**config.mk**
```make
export PLATFORM = sky130hd
export DESIGN_NAME = hsw_wake_ctrl
export DESIGN_NICKNAME = d
export VERILOG_FILES = /design/src/rtl/hsw_pkg.sv /design/src/rtl/hsw_sync.sv /design/src/rtl/hsw_wake_ctrl.sv
export SDC_FILE = /design/constraint.sdc
export NUM_CORES = 1
export LEC_CHECK = 0
export ABC_AREA = 1
export BUFFER_PORTS_ARGS = -buffer_cell sky130_fd_sc_hd__buf_2
export CORE_MARGIN = 5
export CORE_UTILIZATION = 50
export CTS_CLUSTER_DIAMETER = 200
export CTS_CLUSTER_SIZE = 12
export DETAILED_ROUTE_END_ITERATION = 7
export HOLD_SLACK_MARGIN = 0.12
export PLACE_DENSITY = 0.67
export RECOVER_POWER = 100
export SLEW_MARGIN = 0
export SYNTH_ARGS = -nofsm -noshare
export SYNTH_HDL_FRONTEND = slang
export SYNTH_HIERARCHICAL = 1
export SYNTH_SLANG_ARGS = --single-unit
```
**constraint.sdc**
```tcl
create_clock -name core_clk -period 2 [get_ports core_clk]
set_input_delay 0.6 -clock core_clk [delete_from_list [all_inputs] [get_ports core_clk]]
set_output_delay 0.6 -clock core_clk [all_outputs]
set_load 0.01 [all_outputs]
```
**src/rtl/hsw_pkg.sv**
```systemverilog
// Behaviour
// - Writing the suspend code into the state field (cmd 01H/81H) enters suspend.
// - While stopped, switch off clock, PLL and crystal; put the regulator in power-down.
// - Suspend indicator pin goes high when the state field enters suspend.
// - Indicator returns low only when the field is written to reset or operational.
// - With hardware_setup bit 11 low, stop the clock after 1.3 ms of suspend.
// - Wake pin high in suspend restarts the clock and sets clock-up flag bit 6.
// - Internal clock is running 160 us after the wake pin rises.
// - While the wake pin stays high the clock keeps running; the code holds the clock on only after a hardware wake.
// - Wake pin low over 1.14 ms after a hardware wake stops the clock again.
// - A chip-select access during suspend wakes the clock as software wake.
// - Bus resume moves suspend to resume and sets the resume-seen flag.
// - Read command code is the standard register offset divided by four.
// - Remote wake enable and resume-seen together signal remote wake-up.
package hsw_pkg;

    // Clock and documented times
    localparam int CLK_PERIOD_NS = 5;
    localparam int SUSP_STOP_NS = 1300000;
    localparam int WAKE_UP_NS = 160000;
    localparam int WAKE_LOW_NS = 1140000;
    localparam int TIMER_W = 20;

    // Register indexes, command bit 7 marks a write
    localparam logic [6:0] IDX_MODE_CTL = 7'h01;
    localparam logic [6:0] IDX_HOST_FLAGS = 7'h03;
    localparam logic [6:0] IDX_HOST_EN = 7'h04;
    localparam logic [6:0] IDX_HW_SETUP = 7'h20;
    localparam logic [6:0] IDX_PROC_FLAGS = 7'h24;
    localparam logic [6:0] IDX_PROC_EN = 7'h25;
    localparam logic [6:0] IDX_FIRST_16 = 7'h20;
    localparam int CMD_WRITE_BIT = 7;

    // Field positions
    localparam int FS_LSB = 6;
    localparam int WAKE_EN_BIT = 10;
    localparam int KEEP_CLK_BIT = 11;
    localparam int CLK_UP_BIT = 6;
    localparam int RESUME_SEEN_BIT = 6;

    // Values after reset
    localparam logic [31:0] MODE_CTL_RESET = 32'h0000_0000;
    localparam logic [31:0] HOST_EN_RESET = 32'h0000_0000;
    localparam logic [15:0] HW_SETUP_RESET = 16'h0000;
    localparam logic [15:0] PROC_EN_RESET = 16'h0000;

    typedef enum logic [1:0] {
        FS_RESET = 2'b00,
        FS_RESUME = 2'b01,
        FS_OPER = 2'b10,
        FS_SUSP = 2'b11
    } hsw_fs_t;

    typedef enum logic [2:0] {
        PW_RUN = 3'b000,
        PW_SUSP_WAIT = 3'b001,
        PW_STOPPED = 3'b010,
        PW_WAKING = 3'b011,
        PW_AWAKE = 3'b100
    } hsw_pw_t;

    // Parallel host bus pins as seen by the block
    typedef struct packed {
        logic csN;
        logic rdN;
        logic wrN;
        logic a0;
        logic [15:0] data;
    } hsw_bus_in_t;

    localparam int SYNC_W = $bits(hsw_bus_in_t) + 2;
    localparam logic [SYNC_W-1:0] SYNC_RESET = {3'b111, 1'b0, 16'h0000, 2'b00};

endpackage

```
**src/rtl/hsw_sync.sv**
```systemverilog
`timescale 1ns/10ps
module hsw_sync #(
    parameter int WIDTH = 1,
    parameter logic [WIDTH-1:0] RESET_VAL = '0
) (
    input wire logic core_clk,
    input wire logic reset,
    input wire logic [WIDTH-1:0] async,
    output logic [WIDTH-1:0] synced
);
    logic [WIDTH-1:0] stage1;

    if (WIDTH < 1) begin : g_chk
        $error("hsw_sync needs WIDTH of at least 1");
    end

    // Two flops; only the second stage is visible outside
    always_ff @(posedge core_clk) begin
        if (reset) begin
            stage1 <= RESET_VAL;
            synced <= RESET_VAL;
        end else begin
            stage1 <= async;
            synced <= stage1;
        end
    end
endmodule

```
**src/rtl/hsw_wake_ctrl.sv**
```systemverilog
`timescale 1ns/10ps
module hsw_wake_ctrl #(
    parameter int SUSP_STOP_CYC =
        (hsw_pkg::SUSP_STOP_NS + hsw_pkg::CLK_PERIOD_NS - 1) / hsw_pkg::CLK_PERIOD_NS,
    parameter int WAKE_UP_CYC = hsw_pkg::WAKE_UP_NS / hsw_pkg::CLK_PERIOD_NS,
    parameter int WAKE_LOW_CYC =
        (hsw_pkg::WAKE_LOW_NS + hsw_pkg::CLK_PERIOD_NS - 1) / hsw_pkg::CLK_PERIOD_NS
) (
    input wire logic core_clk,
    input wire logic reset,
    input wire hsw_pkg::hsw_bus_in_t busIn,
    input wire logic wakeRequestPin,
    input wire logic resumeSignal,
    output logic [15:0] busDataOut,
    output logic busDataOeN,
    output logic suspendPin,
    output logic clockOn,
    output logic pllOn,
    output logic xtalOn,
    output logic regulatorDown,
    output logic remoteWake
);
    import hsw_pkg::*;

    localparam int TMAX = (1 << TIMER_W) - 1;

    if (SUSP_STOP_CYC < 1 || WAKE_UP_CYC < 1 || WAKE_LOW_CYC < 1 ||
        SUSP_STOP_CYC > TMAX || WAKE_UP_CYC > TMAX || WAKE_LOW_CYC >= TMAX) begin : g_chk
        $error("hsw_wake_ctrl cycle counts out of timer range");
    end

    logic [SYNC_W-1:0] syncOut;
    hsw_bus_in_t bus;
    logic wakeS, resumeS, prevRdN, prevWrN, wordHi, clockUp, resumeSeen, hwWake;
    logic [7:0] cmd;
    logic [15:0] lowHold, hwSetup, procEn;
    logic [31:0] modeCtl, hostEn, readVal;
    logic [TIMER_W-1:0] timer;
    hsw_pw_t state, next_state;

    // Every pin passes two flops before use
    hsw_sync #(.WIDTH(SYNC_W), .RESET_VAL(SYNC_RESET)) u_sync (
        .core_clk(core_clk),
        .reset(reset),
        .async({busIn, wakeRequestPin, resumeSignal}),
        .synced(syncOut)
    );

    assign bus = syncOut[SYNC_W-1:2];
    assign wakeS = syncOut[1];
    assign resumeS = syncOut[0];

    // Strobe edges and decoded accesses
    logic rdStrobe, wrStrobe, wrCmd, wrData, rdData, is32, commit, csActive, suspended;
    logic [31:0] wrVal;
    logic [1:0] wrFs;
    assign rdStrobe = prevRdN & ~bus.rdN & ~bus.csN;
    assign wrStrobe = prevWrN & ~bus.wrN & ~bus.csN;
    assign wrCmd = wrStrobe & bus.a0;
    assign wrData = wrStrobe & ~bus.a0 & cmd[CMD_WRITE_BIT];
    assign rdData = rdStrobe & ~bus.a0;
    assign is32 = cmd[6:0] < IDX_FIRST_16;
    assign commit = wrData & (~is32 | wordHi);
    assign wrVal = is32 ? {bus.data, lowHold} : {16'h0000, bus.data};
    assign wrFs = wrVal[FS_LSB+1:FS_LSB];
    assign csActive = ~bus.csN;
    assign suspended = modeCtl[FS_LSB+1:FS_LSB] == FS_SUSP;

    function automatic logic regWr(input logic c, input logic [7:0] k, input logic [6:0] idx);
        regWr = c & (k[6:0] == idx);
    endfunction

    // Command byte, word pointer and low-half holding for 32-bit registers
    always_ff @(posedge core_clk) begin
        if (reset) begin
            prevRdN <= 1'b1;
            prevWrN <= 1'b1;
            cmd <= 8'h00;
            wordHi <= 1'b0;
            lowHold <= 16'h0000;
        end else begin
            prevRdN <= bus.rdN;
            prevWrN <= bus.wrN;
            if (wrCmd) begin
                cmd <= bus.data[7:0];
                wordHi <= 1'b0;
            end else if ((wrData | rdData) & is32) begin
                wordHi <= ~wordHi;
            end
            if (wrData & is32 & ~wordHi) begin
                lowHold <= bus.data;
            end
        end
    end

    // Read mux; unmapped codes and unused bits read zero
    always_comb begin
        readVal = '0;
        case (cmd[6:0])
            IDX_MODE_CTL: readVal = modeCtl;
            IDX_HOST_FLAGS: readVal[RESUME_SEEN_BIT] = resumeSeen;
            IDX_HOST_EN: readVal = hostEn;
            IDX_HW_SETUP: readVal[15:0] = hwSetup;
            IDX_PROC_FLAGS: readVal[CLK_UP_BIT] = clockUp;
            IDX_PROC_EN: readVal[15:0] = procEn;
            default: readVal = '0;
        endcase
    end

    // Read data latched on the read strobe, held while the host reads
    always_ff @(posedge core_clk) begin
        if (reset) begin
            busDataOut <= 16'h0000;
            busDataOeN <= 1'b1;
        end else begin
            busDataOeN <= bus.csN | bus.rdN;
            if (rdData) begin
                busDataOut <= (is32 & wordHi) ? readVal[31:16] : readVal[15:0];
            end
        end
    end

    // Plain read/write registers
    always_ff @(posedge core_clk) begin
        if (reset) begin
            hostEn <= HOST_EN_RESET;
            hwSetup <= HW_SETUP_RESET;
            procEn <= PROC_EN_RESET;
        end else begin
            if (regWr(commit, cmd, IDX_HOST_EN)) hostEn <= wrVal;
            if (regWr(commit, cmd, IDX_HW_SETUP)) hwSetup <= wrVal[15:0];
            if (regWr(commit, cmd, IDX_PROC_EN)) procEn <= wrVal[15:0];
        end
    end

    // Mode control; bus resume forces the state field to resume
    always_ff @(posedge core_clk) begin
        if (reset) begin
            modeCtl <= MODE_CTL_RESET;
        end else if (regWr(commit, cmd, IDX_MODE_CTL)) begin
            modeCtl <= wrVal;
        end else if (resumeS & suspended) begin
            modeCtl[FS_LSB+1:FS_LSB] <= FS_RESUME;
        end
    end

    // Indicator: set by a suspend write, cleared only by reset or operational
    always_ff @(posedge core_clk) begin
        if (reset) begin
            suspendPin <= 1'b0;
        end else if (regWr(commit, cmd, IDX_MODE_CTL)) begin
            if (wrFs == FS_SUSP) begin
                suspendPin <= 1'b1;
            end else if (wrFs == FS_RESET || wrFs == FS_OPER) begin
                suspendPin <= 1'b0;
            end
        end
    end

    // Event flags: write one to clear, a new event wins over the clear
    always_ff @(posedge core_clk) begin
        if (reset) begin
            clockUp <= 1'b0;
            resumeSeen <= 1'b0;
            remoteWake <= 1'b0;
        end else begin
            clockUp <= (state == PW_WAKING && hwWake && timer == TIMER_W'(WAKE_UP_CYC - 1)) |
                (clockUp & ~(regWr(commit, cmd, IDX_PROC_FLAGS) & wrVal[CLK_UP_BIT]));
            resumeSeen <= (resumeS & suspended) |
                (resumeSeen & ~(regWr(commit, cmd, IDX_HOST_FLAGS) & wrVal[RESUME_SEEN_BIT]));
            remoteWake <= modeCtl[WAKE_EN_BIT] & resumeSeen;
        end
    end

    // Power state sequencing
    always_comb begin
        next_state = state;
        case (state)
            PW_RUN: begin
                if (suspended) next_state = PW_SUSP_WAIT;
            end
            PW_SUSP_WAIT: begin
                if (!suspended) begin
                    next_state = PW_RUN;
                end else if (!hwSetup[KEEP_CLK_BIT] && !csActive &&
                    timer == TIMER_W'(SUSP_STOP_CYC - 1)) begin
                    next_state = PW_STOPPED;
                end
            end
            PW_STOPPED: begin
                if (wakeS || resumeS || csActive) next_state = PW_WAKING;
            end
            PW_WAKING: begin
                if (timer == TIMER_W'(WAKE_UP_CYC - 1)) next_state = PW_AWAKE;
            end
            PW_AWAKE: begin
                if (!suspended) begin
                    next_state = PW_RUN;
                end else if (hwWake) begin
                    if (!wakeS && timer == TIMER_W'(WAKE_LOW_CYC)) next_state = PW_STOPPED;
                end else if (!csActive) begin
                    next_state = PW_SUSP_WAIT;
                end
            end
            default: next_state = PW_RUN;
        endcase
    end

    always_ff @(posedge core_clk) begin
        if (reset) begin
            state <= PW_RUN;
        end else begin
            state <= next_state;
        end
    end

    // Remember whether the pin caused the wake
    always_ff @(posedge core_clk) begin
        if (reset) begin
            hwWake <= 1'b0;
        end else if (state == PW_STOPPED && next_state == PW_WAKING) begin
            hwWake <= wakeS;
        end
    end

    // One saturating timer serves every wait; restarts on each state change
    always_ff @(posedge core_clk) begin
        if (reset) begin
            timer <= '0;
        end else if (next_state != state) begin
            timer <= '0;
        end else if ((state == PW_AWAKE && wakeS) || (state == PW_SUSP_WAIT && csActive)) begin
            timer <= '0;
        end else if (timer != TIMER_W'(TMAX)) begin
            timer <= timer + 1'b1;
        end
    end

    // Power controls; oscillator and PLL come up together, before the clock, so the clock is clean
    always_ff @(posedge core_clk) begin
        if (reset) begin
            clockOn <= 1'b1;
            pllOn <= 1'b1;
            xtalOn <= 1'b1;
            regulatorDown <= 1'b0;
        end else begin
            clockOn <= state == PW_RUN || state == PW_SUSP_WAIT || state == PW_AWAKE;
            pllOn <= state != PW_STOPPED;
            xtalOn <= state != PW_STOPPED;
            regulatorDown <= state == PW_STOPPED;
        end
    end
endmodule

```
==> flow_metrics.env, run 1 <==
export IMPL_slew_viol_final=0
export IMPL_finalCritPeriodShare=0.9311
export IMPL_skew_ps=14.08
export IMPL_num_antenna_cells=0
export IMPL_io_pins=47
export IMPL_pwr_density_cell_nw_per_um2=802.3
export IMPL_crit_path_end_kind="flip-flop"
export IMPL_grt_pass1_vias=6966
export IMPL_rsz0062_at_grt="false"
export IMPL_hpwl_um=14660
export IMPL_die_y_um=144.1
export IMPL_setup_viol=0
export IMPL_rows=49
export IMPL_hp_class="in -> reg"
export IMPL_grt_usage=0.2132
export IMPL_crit_slowest_cell="clkbuf_2"
export IMPL_final_cell_mix="nor2_1 (226), dfxtp_1 (215), nand2_1 (170)"
export IMPL_synthArstFlopShare=0
export IMPL_place_area_sq_um=9539
export IMPL_total_power_mw=8.005
export IMPL_ys_warn_count=6
export IMPL_crit_type="reg -> reg"
export IMPL_antenna_found_initial=0
export IMPL_ant_nets=0
export IMPL_whs_ps=278.0
export IMPL_crit_path_max_incr_delay_ps=360
export IMPL_synth_edff_count=0
export IMPL_final_core_util=0.5592
export IMPL_hold_viol_final=0
export IMPL_grt_first_pass_wirelength_um=36070
export IMPL_fillers=1747
export IMPL_finalCriticalPeriod_ps=1862
export IMPL_grt_max_degree=137
export IMPL_clk_latency_ps=500
export IMPL_cts_sinks=215
export IMPL_syn_inst=1229
export IMPL_ir_worst_vdd_uv=642.0
export IMPL_synthDistinctLibCells=39
export IMPL_avgRoutedWirePerCell_um=14.70
export IMPL_status="completed"
export IMPL_timing_fmax_mhz=537.0
export IMPL_syn_area_sq_um=8994
export IMPL_portBuffers=46
export IMPL_worst_pin_slew_ps=1046
export IMPL_clockBufferDepth=3
export IMPL_path_clk_slew_ps=60
export IMPL_cp_required_ps=2370
export IMPL_startpoint_type="flip-flop"
export IMPL_leakage_nw=3.954
export IMPL_cts_htree_levels=1
export IMPL_drc=0
export IMPL_place_congestion=0.9028
export IMPL_cts_buffers=21
export IMPL_seq_area_frac_synth=0.4786
export IMPL_grt_overflow=0
export IMPL_die_x_um=144.1
export IMPL_syn_to_final_growth_pct=10.93
export IMPL_worst_ep_arrival_time_ps=2240
export IMPL_start_util=0.5041
export IMPL_wirelength_um=22080
export IMPL_vias_per_cell=5.124
export IMPL_drt_initial_drc_count=654
export IMPL_crit_fanout=22
export IMPL_die_area_sq_um=20770
export IMPL_synthFlopType="dfxtp_1"
export IMPL_fin_nets=1299
export IMPL_slew_headroom=0.3029
export IMPL_syn_num_nets=1255
export IMPL_drive_above_1_share=0.09427
export IMPL_final_common_cell="nor2_1"
export IMPL_cts_tree="yes"
export IMPL_first_pass_iters=5
export IMPL_ys_seq_elements=215
export IMPL_cap_violations=0
export IMPL_cp_cell_sequence="inv_2 > nand2_4 > nor2_2 > nand2_1 > inv_2 > clkbuf_2 > nand2_1 > nand4_1 > o21ai_1 > a21oi_1"
export IMPL_clockRootBuffer="clkbuf_16"
export IMPL_synth_area_per_cell_sq_um=7.318
export IMPL_finalSetupTns_ps=0
export IMPL_vias=7696
export IMPL_stdcell_area_sq_um=9977
export IMPL_coreArea_sq_um=17840
-- final timing paths --
check | slack, ps | to | cells after the start | start
max | 140 | busDataOut[7]$_SDFFE_PP0P_ | 10 | cmd[6]$_SDFFE_PP0P_
min | 280 | u_sync/stage1[21]$_SDFF_PP1_ | 3 | busIn[19]
max reg2reg | 140 | busDataOut[7]$_SDFFE_PP0P_ | 10 | cmd[6]$_SDFFE_PP0P_
min reg2reg | 400 | u_sync/synced[20]$_SDFF_PP1_ | 2 | u_sync/stage1[20]$_SDFF_PP1_
-- logic make-up after synthesis --
logic type                 count (synthesis)  synth area share
and+or+nand+nor                          485            0.2383
AOI/OAI and AO/OA                        291            0.1656
buffers and inverters                    220           0.09919
DFF                                      215            0.4786
xor gates and xnor gates                  16           0.01558
adders and majority gates                  2          0.002782
-- power by group --
group          switching [mW]  leakage [nW]  internal [mW]
registers              0.0210          1.74           4.33
clock network            1.53         0.264           1.86
logic                   0.172          1.95         0.0864
-- cells in the mapped netlist, types with 4 or more instances --
master	instances	area share
inv_2	20	0.0083
o21ai_0	124	0.069
nor3_1	13	0.0072
xor2_1	14	0.014
a31oi_1	5	0.0035
nor2_2	22	0.015
nand2_1	169	0.071
nand3_1	22	0.012
nand2_2	8	0.0056
nor2_1	212	0.088
dfxtp_1	215	0.48
buf_6	4	0.0050
buf_2	17	0.0095
clkinv_1	4	0.0017
nand4_1	19	0.013
o22ai_1	6	0.0042
clkbuf_1	33	0.014
a21oi_1	92	0.051
o21ai_1	60	0.033
inv_1	138	0.058
-- per-layer routing --
layer	global-route usage	up-vias	wire length, um
li1	-	3991	-
met1	0.3163	3495	10820
met2	0.3359	183	9722
met3	0.02910	27	1243
met4	0.03816	0	295
met5	0	-	0
-- per-stage QoR --
stage / cells / setup slack, ps
after floorplan: 1229 / 359.3
after detailed placement: 1479 / 192.6
after global placement: 1479 / 155.8
after global routing: 1502 / 2.723
after CTS: 1502 / 176.8
final: 1502 / 137.9
-- what timing repair did --
| action | CTS | global route |
|---|---|---|
| hold buffers | 0 | 0 |
| buffers inserted | 0 | 0 |
| endpoints found under the setup margin | 0 | 1 |
| gates resized for setup | 0 | 1 |
-- layout make-up --
class	count	area, sq um	area share
clock buffers	22	529.3	0.05305
clock inverters	1	8.758	0.0008779
inverters	162	611.8	0.06132
multi-input cells	794	3750	0.3758
flip-flops and latches	215	4304	0.4314
well taps	229	286.5	0.02872
repair buffers	79	486.7	0.04878
-- flip-flops by register name (all words and copies together) (netlist names), 3 cells and up --
signal / count
hostEn: 32
modeCtl: 32
u_sync/stage1: 22
u_sync/synced: 22
timer: 20
busDataOut: 16
hwSetup: 16
lowHold: 16
procEn: 16
cmd: 8
state: 3
-- critical path, delay by kind of cell, from the launching register on --
| kind | cells | cell delay (ps) |
|---|---|---|
| DFF | 1 | 350 |
| buffers and inverters | 3 | 450 |
| AOI/OAI and AO/OA | 2 | 350 |
| and+or+nand+nor | 5 | 590 |
No activity file was read; power rests on OpenSTA's default activity.
==> run 2, diff against run 1 <==
CORE_UTILIZATION = 35   (was 50)
CTS_BUF_LIST = sky130_fd_sc_hd__clkbuf_4 sky130_fd_sc_hd__clkbuf_8   (was unset)
PLACE_DENSITY = unset   (was 0.67)
==> flow_metrics.env, run 2 (synthesis gave the netlist of run 1 again) <==
export IMPL_pwr_density_cell_nw_per_um2=705.0
export IMPL_vias=7614
export IMPL_status="completed"
export IMPL_reg_largest_list="hostEn (32), modeCtl (32)"
export IMPL_fin_nets=1302
export IMPL_stdcell_area_sq_um=9918
export IMPL_drt_initial_drc_count=602
export IMPL_crit_fanout=20
export IMPL_place_congestion=0.9116
export IMPL_coreArea_sq_um=25250
export IMPL_avgRoutedWirePerCell_um=14.05
export IMPL_cap_violations=0
export IMPL_final_common_cell="dfxtp_1"
export IMPL_num_antenna_cells=0
export IMPL_ant_nets=0
export IMPL_rsz0062_at_grt="false"
export IMPL_cts_tree="yes"
export IMPL_startpoint_type="flip-flop"
export IMPL_hp_class="in -> reg"
export IMPL_finalCritPeriodShare=0.9319
export IMPL_whs_ps=255.7
export IMPL_grt_usage=0.1560
export IMPL_rows=58
export IMPL_clockBufferDepth=3
export IMPL_path_clk_slew_ps=80
export IMPL_clk_latency_ps=530
export IMPL_cts_buffers=21
export IMPL_hpwl_um=15620
export IMPL_cts_sinks=215
export IMPL_slew_headroom=0.2567
export IMPL_total_power_mw=6.992
export IMPL_cts_hold_buf=0
export IMPL_skew_ps=9.034
export IMPL_worst_ep_arrival_time_ps=2280
export IMPL_start_util=0.3561
export IMPL_grt_overflow=0
export IMPL_final_cell_mix="dfxtp_1 (215), nor2_1 (212), nand2_1 (169)"
export IMPL_setup_viol=0
export IMPL_slew_viol_final=0
export IMPL_wirelength_um=22560
export IMPL_first_pass_iters=7
export IMPL_timing_fmax_mhz=536.5
export IMPL_die_y_um=170.3
export IMPL_cp_required_ps=2420
export IMPL_finalCriticalPeriod_ps=1864
export IMPL_clockRootBuffer="clkbuf_8"
export IMPL_crit_path_end_kind="flip-flop"
export IMPL_hold_viol_final=0
export IMPL_portBuffers=46
export IMPL_syn_to_final_growth_pct=10.28
export IMPL_grt_max_degree=71
export IMPL_reg2reg_setup_slack_ps=140
export IMPL_antenna_found_initial=0
export IMPL_cts_resized=0
export IMPL_die_area_sq_um=29000
export IMPL_ir_worst_vdd_uv=370.9
export IMPL_finalSetupTns_ps=0
export IMPL_io_pins=47
export IMPL_drive_above_1_share=0.1097
export IMPL_grt_pass1_vias=7210
export IMPL_worst_pin_slew_ps=1115
export IMPL_leakage_nw=3.867
export IMPL_die_x_um=170.3
export IMPL_cts_htree_levels=1
export IMPL_vias_per_cell=4.741
export IMPL_grt_first_pass_wirelength_um=37540
export IMPL_crit_type="reg -> reg"
export IMPL_final_core_util=0.3927
export IMPL_place_area_sq_um=9701
export IMPL_cts_setup_buffers=0
export IMPL_drc=0
==> run 2: layout make-up <==
type                            count  area, sq um
Clock buffer                       22        296.5
Clock inverter                      1        7.507
Fill cell                        2680        15340
Inverter                          162        608.1
Multi-Input combinational cell    794         3797
Sequential cell                   215         4304
Tap cell                          330        412.9
Timing Repair Buffer               82        491.7
==> run 2: critical path, stage by stage (launching register included) <==
cell	delay [ps]
dfxtp_1	380
ha_1	290
nand3_4	160
nor2_8	200
nand3_4	100
a21oi_4	140
nand3_1	100
nand3_2	90
buf_6	240
nor2_2	50
==> run 2: report_power, final <==
group | leakage (nW) | internal, mW | switching (mW) | total (mW)
logic | 1.97 | 0.0863 | 0.175 | 0.261
registers | 1.74 | 4.33 | 0.0218 | 4.35
clock network | 0.156 | 0.966 | 1.42 | 2.38
total | 3.87 | 5.38 | 1.61 | 6.99
==> run 2: worst paths after layout <==
check	startpoint	to	cells after the start
worst max-delay path	timer[1]$_SDFFE_PP0P_	timer[6]$_SDFFE_PP0P_	9
worst min register to register	u_sync/stage1[10]$_SDFF_PP0_	u_sync/synced[10]$_SDFF_PP0_	2
worst max register to register	timer[1]$_SDFFE_PP0P_	timer[6]$_SDFFE_PP0P_	9
worst min-delay path	busIn[18]	u_sync/stage1[20]$_SDFF_PP1_	3
==> run 2: routing by layer <==
layer	vias up	global-route usage	wire, um
met3	24	0.01974	1228
met5	-	0	0
li1	3996	-	-
met2	174	0.2369	9605
met4	0	0.03611	360
met1	3420	0.2358	11370
==> run 2: stage by stage <==
stage / setup WS (ps) / cells
3_5_place_dp: 195.3 / 1583
3_3_place_gp: 217.5 / 1583
2_1_floorplan: 359.3 / 1229
6_report: 136.2 / 1606
5_1_grt: 21.37 / 1606
4_1_cts: 175.5 / 1606
==> run 3, diff against run 2 <==
ABC_AREA = 0   (was 1)
==> flow_metrics.env, run 3 <==
export IMPL_status="complete, but fails checks"
export IMPL_violations="negative setup slack"
export IMPL_vias_per_cell=5.358
export IMPL_post_synth_top_count_cell="dfxtp_1"
export IMPL_r2r_end="timer[12]$_SDFFE_PP0P_"
export IMPL_cts_htree_levels=1
export IMPL_synthArstFlopShare=0
export IMPL_crit_type="reg -> reg"
export IMPL_syn_area_sq_um=8626
export IMPL_ys_top_cells_by_count="dfxtp_1 (215), nor2_1 (101), nand2_1 (72), a211oi_1 (67), a21oi_1 (56)"
export IMPL_crit_path_max_incr_delay_ps=550
export IMPL_cts_buffers=21
export IMPL_skew_ps=8.389
export IMPL_antenna_found_initial=0
export IMPL_drt_initial_drc_count=574
export IMPL_synthTopCellsByArea="dfxtp_1 (50%), a211oi_1 (5.8%), nor2_1 (4.4%)"
export IMPL_grtUsageMet1=0.2350
export IMPL_io_pins=47
export IMPL_power_switching_mw=1.568
export IMPL_use_met3=0.02465
export IMPL_setup_viol=20
export IMPL_hp_class="in -> reg"
export IMPL_coreArea_sq_um=24320
export IMPL_comb_power_share=0.028
export IMPL_slew_headroom=0.4116
export IMPL_seqCellArea_sq_um=4307
export IMPL_cp_cell_sequence="or4b_4 > nor4_4 > buf_4 > a21boi_2 > nor3_4 > buf_4 > clkbuf_16 > nor3_1"
export IMPL_cp_required_ps=2420
export IMPL_r2r_start="timer[9]$_SDFFE_PP0P_"
export IMPL_rsz0062_at_grt="true"
export IMPL_die_area_sq_um=27880
export IMPL_multiInputGateArea_sq_um=4114
export IMPL_cts_tree="yes"
export IMPL_fin_nets=1037
export IMPL_drc=0
export IMPL_die_x_um=167.0
export IMPL_place_congestion=0.8406
export IMPL_synthFlopType="dfxtp_1"
export IMPL_cts_sinks=215
export IMPL_power_frac_seq=0.629
export IMPL_wirelength_um=24010
export IMPL_cap_violations=0
export IMPL_critPathTopFamily="simple AND/OR/NAND/NOR gates"
export IMPL_fin_ws_ps=-64.96
export IMPL_clockBufferDepth=3
export IMPL_reg_largest_list="hostEn (32), modeCtl (32)"
export IMPL_synth_area_per_cell_sq_um=9.305
export IMPL_crit_slowest_cell="or4b_4"
export IMPL_grt_overflow=0
export IMPL_finalCriticalPeriod_ps=2065
export IMPL_power_frac_clock=0.343
export IMPL_hold_viol_final=0
export IMPL_leakage_nw=3.571
export IMPL_synth_top_cell_area_share=0.4990
export IMPL_grt_pass1_vias=6602
export IMPL_clockRootBuffer="clkbuf_8"
export IMPL_drive_above_1_share=0.1761
export IMPL_fillers=2384
export IMPL_critPathBufInv=3
export IMPL_grt_usage=0.1563
export IMPL_finalSetupTns_ps=-717.7
export IMPL_startpoint_type="flip-flop"
export IMPL_ir_worst_vdd_uv=431.2
export IMPL_start_util=0.3547
export IMPL_syn_inst=927
export IMPL_crit_path_end_kind="flip-flop"
export IMPL_final_common_cell="dfxtp_1"
export IMPL_portBuffers=46
export IMPL_pwr_density_cell_nw_per_um2=673.2
export IMPL_synthDistinctLibCells=63
export IMPL_ys_warn_count=6
export IMPL_p_int_mw=5.372
export IMPL_reg2reg_setup_slack_ps=-60
export IMPL_clk_latency_ps=530
export IMPL_met2_usage=0.2381
export IMPL_grt_max_degree=115
export IMPL_ys_seq_elements=215
export IMPL_syn_to_final_growth_pct=19.51
export IMPL_hpwl_um=14730
export IMPL_seq_area_frac_synth=0.4990
export IMPL_finalCritPeriodShare=1.032
export IMPL_syn_num_nets=953
export IMPL_die_y_um=167.0
export IMPL_critical_path_most_common_cell="buf_4"
export IMPL_grt_first_pass_wirelength_um=36470
export IMPL_rows=57
export IMPL_crit_fanout=5
export IMPL_hold_end="u_sync/stage1[21]$_SDFF_PP1_"
export IMPL_timing_fmax_mhz=484.3
export IMPL_worst_pin_slew_ps=882.6
export IMPL_min_from="busIn[19]"
export IMPL_top_usage_layer="met2"
export IMPL_avgRoutedWirePerCell_um=17.99
export IMPL_final_cell_mix="dfxtp_1 (213), nor2_1 (100), nand2_1 (71)"
export IMPL_ant_nets=0
export IMPL_num_antenna_cells=0
export IMPL_yosysTopAreaCell="dfxtp_1"
export IMPL_synth_edff_count=0
export IMPL_vias=7153
export IMPL_whs_ps=243.1
export IMPL_reg2reg_depth=8
export IMPL_worst_ep_arrival_time_ps=2490
export IMPL_first_pass_iters=5
export IMPL_slew_viol_final=0
export IMPL_swShare=0.2259
export IMPL_min_path_cells=2
export IMPL_path_clk_slew_ps=80
run 3: cell types whose count changed after synthesis, moves of 21 or more:
cell	change
nor2_1	-111
a21oi_1	-36
mux2i_1	+37
nor2_2	-21
a211oi_1	+67
a221oi_1	+30
o21ai_1	-58
nor2b_1	+42
nand2_1	-97
nand3_1	+21
o21ai_0	-108
inv_1	-131
run 3: cell families after synthesis:
group | after synthesis | synth area share
multiplexers | 38 | 0.04424
AND/OR/NAND/NOR | 357 | 0.2151
flip-flops | 215 | 0.4990
XOR/XNOR | 16 | 0.01625
AO/OA/AOI/OAI | 220 | 0.1799
adder cells (fa/ha/maj) | 2 | 0.002901
buffers and inverters | 79 | 0.04265
run 3: area by class of cell:
type / count / share of cell area
Clock inverter: 1 / 0.0007282
Tap cell: 324 / 0.03933
Sequential cell: 215 / 0.4178
Multi-Input combinational cell: 633 / 0.3991
Timing Repair Buffer: 133 / 0.1118
Inverter: 7 / 0.002549
Clock buffer: 22 / 0.02877
run 3: power by group through the flow:
| stage | Clock (mW) | Combinational (mW) | Sequential (mW) |
|---|---|---|---|
| 4_1_cts | 2.48 | 0.198 | 4.36 |
| 5_1_grt | 2.63 | 0.217 | 4.37 |
| 2_1_floorplan | 0 | 0.125 | 4.45 |
| 3_3_place_gp | 0 | 0.198 | 4.46 |
| 6_report | 2.38 | 0.196 | 4.36 |
| 3_5_place_dp | 0 | 0.198 | 4.46 |
run 3: worst max-delay path by stage:
stage | from | end | slack, ps | cells after the start
2_1_floorplan | reset | timer[14]$_SDFFE_PP0P_ | 4 | 6
3_3_place_gp | reset | timer[14]$_SDFFE_PP0P_ | -40 | 6
3_5_place_dp | reset | timer[14]$_SDFFE_PP0P_ | -50 | 6
4_1_cts | timer[1]$_SDFFE_PP0P_ | timer[9]$_SDFFE_PP0P_ | 10 | 9
5_1_grt | timer[9]$_SDFFE_PP0P_ | timer[12]$_SDFFE_PP0P_ | -120 | 8
6_report | timer[9]$_SDFFE_PP0P_ | timer[12]$_SDFFE_PP0P_ | -60 | 8
run 3: through the flow:
stage               setup WS [ps]  std cells  instance area, sq um  power [mW]    util
floorplan                   4.488        927                  8626       4.573       -
global placement           -35.59       1299                  9688       4.661  0.3984
detailed placement         -47.64       1299                  9688       4.661  0.3984
CTS                         11.67       1322                  9998       7.039  0.4111
global route               -117.7       1335                 10310       7.222  0.4239
finish                     -64.96       1335                 10310       6.940  0.4239
run 3: layer usage:
layer,up-vias,part of all wire
met5,-,0
met1,3418,0.48
met4,0,0.017
met2,216,0.44
met3,26,0.060
li1,3493,-
run 3: worst reg2reg max path, stage by stage, from the launching register on:
cell,delay [ps]
dfxtp_1,320
or4b_4,550
nor4_4,330
buf_4,170
a21boi_2,80
nor3_4,150
buf_4,170
clkbuf_16,150
nor3_1,50
run 3: repair_timing:
action                                  4_1_cts  5_1_grt
endpoints found under the setup margin        2       96
gates cloned                                  0        8
setup buffers                                 0        5
hold buffers                                  0        0
pin swaps                                     1        6
resized for setup                             2       36
